$ cat src/hdl/mvwp_pkg.sv
package mvwp_pkg;
    localparam int          MVWP_CONN_NUM    = 2;
    localparam int          MVWP_CHAN_NUM    = 8;
    localparam int          MVWP_ADDR_W      = 16;
    // map bases and addresses in 16-bit register units
    localparam logic [15:0] MVWP_AIN_BASE    = 16'h0000;
    localparam logic [15:0] MVWP_CNT32_BASE  = 16'h0080;
    localparam logic [15:0] MVWP_TIME_ADDR   = 16'h0090;
    localparam logic [15:0] MVWP_CNT64_BASE  = 16'h00C0;
    localparam logic [15:0] MVWP_FLT_BASE    = 16'h0100;
    localparam logic [15:0] MVWP_UNDEF_WORD  = 16'h0000;
    localparam logic [15:0] MVWP_ZERO_WORD   = 16'h0000;
    localparam logic [1:0]  MVWP_TIME_SLOT   = 2'h2;

    // value formats carried per map region
    typedef enum logic [2:0] {
        MVWP_FMT_SIGNED_WORD,
        MVWP_FMT_UNSIGNED_DOUBLE,
        MVWP_FMT_UNSIGNED_QUAD,
        MVWP_FMT_FLOAT,
        MVWP_FMT_NONE
    } mvwp_fmt_e;

    // one read command from a client connection
    typedef struct packed {
        logic        start;
        logic        word;
        logic [15:0] addr;
    } mvwp_req_s;

    // one returned register
    typedef struct packed {
        logic        valid;
        logic [15:0] data;
    } mvwp_rsp_s;
endpackage

$ cat src/hdl/mvwp_packer.sv
// How it works
// The block only answers reads from a client and never starts traffic.
// Nothing leaves the block unless a client request asks for a register.
// Two client connections are served at once, each with its own snapshot and reply path.
// A single register holds a 16-bit value, signed ones in two's complement.
// 32-bit values put bits 31:16 at the lower address and 15:0 at the next.
// 64-bit values occupy four registers from bits 63:48 down to 15:0.
// Floats are IEEE-754 single words split high half first.
// Time is an unsigned 32-bit seconds count offered as integer only.
// Every other quantity appears in integer and float form.
// The client applies scale and offset to integers; floats come scaled.
// The client should read both halves of a 32-bit value in one command.
// The client should read all four words of a 64-bit value in one command.
// The top word of every 64-bit counter reads as zero, giving 48 bits.
// Addresses outside the map return an arbitrary fixed word.
// All values are snapshotted when a command starts and served from that copy.
`timescale 1ns/1ps
`default_nettype none
module mvwp_packer
    import mvwp_pkg::*;
(
    input  wire logic                    clk_in,
    input  wire logic                    rst_b_in,
    input  wire logic [15:0]             ain_in   [MVWP_CHAN_NUM],
    input  wire logic [47:0]             count_in [MVWP_CHAN_NUM],
    input  wire logic [31:0]             ain_flt_in   [MVWP_CHAN_NUM],
    input  wire logic [31:0]             count_flt_in [MVWP_CHAN_NUM],
    input  wire logic [31:0]             time_in,
    input  wire mvwp_req_s               req_in   [MVWP_CONN_NUM],
    output mvwp_rsp_s                    rsp_out  [MVWP_CONN_NUM]
);
    // per-connection snapshot copies so one client never disturbs another
    logic [15:0] snap_ain   [MVWP_CONN_NUM][MVWP_CHAN_NUM];
    logic [47:0] snap_cnt   [MVWP_CONN_NUM][MVWP_CHAN_NUM];
    logic [31:0] snap_aflt  [MVWP_CONN_NUM][MVWP_CHAN_NUM];
    logic [31:0] snap_cflt  [MVWP_CONN_NUM][MVWP_CHAN_NUM];
    logic [31:0] snap_time  [MVWP_CONN_NUM];
    mvwp_rsp_s   next_rsp   [MVWP_CONN_NUM];

    // word selection from the connection's snapshot or, on command start, the live inputs, big-endian packing
    function automatic logic [15:0] pick_word(
        input logic [15:0] addr,
        input logic [15:0] a   [MVWP_CHAN_NUM],
        input logic [47:0] c   [MVWP_CHAN_NUM],
        input logic [31:0] af  [MVWP_CHAN_NUM],
        input logic [31:0] cf  [MVWP_CHAN_NUM],
        input logic [31:0] t
    );
        logic [15:0] w;
        logic [15:0] off;
        logic [2:0]  ch;
        w = MVWP_UNDEF_WORD; // unmapped addresses read a fixed filler
        off = 16'h0000;
        ch = 3'h0;
        if (addr < MVWP_AIN_BASE + 16'(MVWP_CHAN_NUM))
        begin
            ch = addr[2:0];
            w = a[ch]; // signed word passes as two's complement
        end
        else if (addr >= MVWP_CNT32_BASE && addr < MVWP_TIME_ADDR)
        begin
            off = addr - MVWP_CNT32_BASE;
            ch = off[3:1];
            w = off[0] ? c[ch][15:0] : c[ch][31:16]; // high half first
        end
        else if (addr >= MVWP_TIME_ADDR && addr < MVWP_TIME_ADDR + 16'h0002)
        begin
            w = addr[0] ? t[15:0] : t[31:16]; // unsigned seconds, no float copy
        end
        else if (addr >= MVWP_CNT64_BASE && addr < MVWP_CNT64_BASE + 16'h0020)
        begin
            off = addr - MVWP_CNT64_BASE;
            ch = off[4:2];
            unique case (off[1:0]) // descending significance
                2'h0:    w = MVWP_ZERO_WORD; // top word always zero
                2'h1:    w = c[ch][47:32];
                2'h2:    w = c[ch][31:16];
                default: w = c[ch][15:0];
            endcase
        end
        else if (addr >= MVWP_FLT_BASE && addr < MVWP_FLT_BASE + 16'h0020)
        begin
            off = addr - MVWP_FLT_BASE;
            ch = off[3:1];
            // float copies of analog values then counters
            if (off[4] == 1'b0)
                w = off[0] ? af[ch][15:0] : af[ch][31:16];
            else
                w = off[0] ? cf[ch][15:0] : cf[ch][31:16];
        end
        return w;
    endfunction

    // next reply per connection, from the snapshot or from live data on command start
    always_comb
    begin
        for (int k = 0; k < MVWP_CONN_NUM; k++)
        begin
            next_rsp[k].valid = 1'b0;
            next_rsp[k].data  = 16'h0000;
            // replies only for requested words, never unsolicited
            if (req_in[k].word && !req_in[k].start)
            begin
                next_rsp[k].valid = 1'b1;
                next_rsp[k].data  = pick_word(req_in[k].addr, snap_ain[k], snap_cnt[k],
                                              snap_aflt[k], snap_cflt[k], snap_time[k]);
            end
            else if (req_in[k].word && req_in[k].start)
            begin
                // first word comes from live data equal to what the snapshot takes
                next_rsp[k].valid = 1'b1;
                next_rsp[k].data  = pick_word(req_in[k].addr, ain_in, count_in,
                                              ain_flt_in, count_flt_in, time_in);
            end
        end
    end

    // snapshot registers, refreshed only on command start
    always_ff @(posedge clk_in or negedge rst_b_in)
    begin
        if (!rst_b_in)
        begin
            for (int k = 0; k < MVWP_CONN_NUM; k++)
            begin
                snap_time[k] <= 32'h00000000;
                rsp_out[k]   <= '0;
                for (int j = 0; j < MVWP_CHAN_NUM; j++)
                begin
                    snap_ain[k][j]  <= 16'h0000;
                    snap_cnt[k][j]  <= 48'h000000000000;
                    snap_aflt[k][j] <= 32'h00000000;
                    snap_cflt[k][j] <= 32'h00000000;
                end
            end
        end
        else
        begin
            for (int k = 0; k < MVWP_CONN_NUM; k++)
            begin
                rsp_out[k] <= next_rsp[k];
                if (req_in[k].start)
                begin
                    snap_time[k] <= time_in;
                    snap_ain[k]  <= ain_in;
                    snap_cnt[k]  <= count_in;
                    snap_aflt[k] <= ain_flt_in;
                    snap_cflt[k] <= count_flt_in;
                end
            end
        end
    end
endmodule
`default_nettype wire

$ cat config.mk
export PLATFORM = sky130hd
export DESIGN_NAME = mvwp_packer
export DESIGN_NICKNAME = d
export VERILOG_FILES = /design/src/hdl/mvwp_pkg.sv /design/src/hdl/mvwp_packer.sv
export SDC_FILE = /design/constraint.sdc
export NUM_CORES = 2
export LEC_CHECK = 0
export BUFFER_PORTS_ARGS = -buffer_cell sky130_fd_sc_hd__buf_2
export CAP_MARGIN = 20
export CORE_AREA = 2 2 555 557
export CTS_CLUSTER_DIAMETER = 30
export DETAILED_ROUTE_END_ITERATION = 8
export DIE_AREA = 0 0 557 559
export GPL_ROUTABILITY_DRIVEN = 0
export PLACE_DENSITY_LB_ADDON = 0.25
export SYNTH_ARGS = -nofsm -noshare
export SYNTH_HDL_FRONTEND = slang
export SYNTH_SLANG_ARGS = --single-unit
$ cat constraint.sdc
create_clock -name clk_in -period 2.3 [get_ports clk_in]
set_clock_uncertainty 0.05 [all_clocks]
set_input_delay 0.23 -clock clk_in [delete_from_list [all_inputs] [get_ports clk_in]]
set_output_delay 0.23 -clock clk_in [all_outputs]
set_load 0.1 [all_outputs]
==> results.yml <==
timing:
  rsz0062_at_grt: "yes"
  hold_viol_final: 0
  slew_viol_final: 0
  min_period_ns: 2.83
  setup_violations: 28
  fmax_ghz: 0.353
  slew_headroom: 0.312
  finalCritPeriodShare: 1.23
  setup_slack_ns: -0.530
  tightest_slew_ns: 1.02
synthesis:
  synth_cells: 8024
  synth-main-ff-cell: "dfrtp_1"
  synth_warnings: 0
  synth_fa_ha_area_frac: 0
  ys_seq_area_frac: 0.441
  synth_top_family_by_area: "multiplexers"
  synth_top_area_frac: 0.441
  syn-num-nets: 9118
  ys_ff_latch: 2146
  synth_edf_count: 0
  async_flop_share: 1.00
  synthTopCellsByArea: "dfrtp_1 (44%), mux4_2 (24%), mux2_2 (20%)"
  synth_compound_area_frac: 0.0343
  synthMuxAreaShare: 0.469
  synth_area_per_cell_um2: 15.2
  syn_area_mm2: 0.122
  synthSimpleGateAreaFrac: 0.0270
  synth_area_leader_cell: "dfrtp_1"
  synth-xor-area-share: 0
  synth_cell_types: 69
global_route:
  grt_pass1_wl_um: 826000
  grt_start_max_net_pins: 138
  grt_pass1_vias: 108305
  overflow: 0
  grt_usage: 0.375
  grt_antenna_before_repair: 198
pwr:
  p_leak_uw: 0.0750
  vdd_drop_max_mv: 0.814
  powerDensity_mw_per_mm2: 857
  report.power.total_uw: 153000
critical_path:
  cp_num_buf_inv: 1
  worstSetupStartpointType: "register"
  cp-end-kind: "register"
  critical-path-max-stage-delay_ns: 0.65
  path_max_fanout: 2
  crit_family: "multiplexers"
  cp.required_ns: 3.17
  cp_slowest_cell: "mux4_2"
  critPathKind: "register to register"
  worstPathCellList: "mux4_2 > mux4_2 > a211o_1 > a221oi_2 > buf_4 > a211o_1 > a21oi_2"
  cp.arrival_ns: 3.70
routing:
  via_per_inst: 6.24
  vias: 103249
  wire_per_inst_um: 35.8
  postRouteAntennaNets: 0
  drt-pass1-iter-count: 9
  totalWireLength_um: 593000
  drcViolationCount: 0
  drtIter0Drc: 12047
place:
  io_buffers: 1127
  place_area_mm2: 0.145
  hpwl_um: 447000
  place_ws_ns: -1.35
cts:
  cts_root_buf: "clkbuf_16"
  cts_tree: "done"
  cts_sinks: 2146
  clock_path_buffers: 4
  clk_pin_slew_worst_paths_ns: 0.05
  htree_levels: 6
  clock_latency_ns: 1.08
  numCtsBuffers: 557
hold_path:
  hold_class: "input port to register"
floorplanning:
  dieArea_mm2: 0.311
  die_width_um: 557
  ios: 1128
  row_count: 203
  initial_core_util: 0.399
  die_h_um: 559
  core_mm2: 0.305
final_layout:
  mostFrequentLayoutCells: "mux2_2 (2147), dfrtp_1 (2131), buf_4 (1403)"
  layout_commonest_cell: "mux2_2"
  final_util: 0.584
  fin_area_mm2: 0.178
  area_delta_synth_final_pct: 46.4
  drive_above_1_share: 0.594
  nNetsFinal: 12983
status:
  outcome: "finished, violations left"
  violations: "setup timing"
flow_run:
  cap_violations: 0
[path summary, 6_finish.rpt]
path,from,to,slack [ns],cells after the start
setup / recovery,snap_cnt[618]$_DFFE_PN0P_,rsp_out[27]$_DFF_PN0_,-0.53,7
hold / removal,ain_in[40],snap_ain[40]$_DFFE_PN0P_,0.01,3
setup reg to reg,snap_cnt[618]$_DFFE_PN0P_,rsp_out[27]$_DFF_PN0_,-0.53,7
hold reg to reg,snap_aflt[427]$_DFFE_PN0P_,snap_aflt[427]$_DFFE_PN0P_,0.45,1
max in group asynchronous,rst_b_in,snap_cflt[52]$_DFFE_PN0P_,0.77,4
min in group asynchronous,rst_b_in,snap_cnt[282]$_DFFE_PN0P_,0.51,4
[routing by layer]
metal  share of wire  global-route usage
met1            0.35               0.438
met2            0.45               0.566
met3            0.11               0.133
met4           0.089               0.280
met5          0.0012            0.000463
[where the power goes]
part | internal (uW) | switching, uW
Clock | 56400 | 25600
Sequential | 41700 | 2350
Combinational | 13500 | 13300
Total | 112000 | 41300
[Yosys cell counts, types with 5 or more instances]
library cell and count:
a2111oi_0 13, a211o_1 10, a211oi_1 39, a21oi_1 183, a221oi_1 38, a22oi_1 34, a311oi_1 10, a31oi_1 35
a32o_1 9, a32oi_1 7, and2_1 15, and3_1 8, buf_1 47, buf_2 204, buf_4 89, buf_6 18
clkbuf_1 369, dfrtp_1 2146, inv_1 11, mux2_2 2148, mux2i_1 321, mux4_2 1318, nand2_1 337, nand2b_1 30
nand3_1 103, nand4_1 25, nor2_1 108, nor2b_1 15, nor3_1 46, nor4_1 5, o2111a_1 5, o211ai_1 27
o21ai_0 96, o221ai_1 48, o22ai_1 39, or3_1 8
[flip-flops by register name, indices dropped and copies added (netlist names)]
register   cells
snap_cflt    512
snap_ain     256
rsp_out       34
snap_time     64
snap_cnt     768
snap_aflt    512
[kinds of logic after synthesis]
group / Yosys count
muxes: 3787
and+or+nand+nor: 723
buffers and inverters: 740
AOI/OAI and AO/OA: 628
DFF: 2146
[layout make-up]
class	count	area, um2
Tap cell	4100	5130
Multi-Input combinational cell	5138	65400
Clock buffer	715	15600
Timing Repair Buffer	4033	33900
Clock inverter	285	4160
Antenna cell	116	290
Inverter	13	71.3
Sequential cell	2146	53700
Fill cell	22999	127000
[stage by stage]
| step | TNS (ns) | hold slack, ns | std cells |
|---|---|---|---|
| 2_1_floorplan | -2.04 | -0.116 | 8024 |
| 3_3_place_gp | -28.08 | 0.0968 | 14125 |
| 3_5_place_dp | -28.16 | 0.0957 | 14125 |
| 4_1_cts | -2.39 | 0.000338 | 16425 |
| 5_1_grt | -3.67 | 0.00393 | 16500 |
| 6_report | -3.06 | 0.00961 | 16546 |
[tightest hold or removal path, cell delays in order]
cell           delay (ns)
dlygate4sd3_1        0.54
buf_2                0.14
mux2_2               0.15
[what timing repair did]
| item | 4_1_cts | 5_1_grt |
|---|---|---|
| endpoints found under the setup margin | 59 | 34 |
| setup buffers | 10 | 6 |
| pin swaps | 69 | 28 |
| gates resized for setup | 136 | 40 |
| endpoints found under the hold margin | 4292 | 0 |
| hold buffers | 1291 | 0 |
Power figures use the tool's default switching activity.
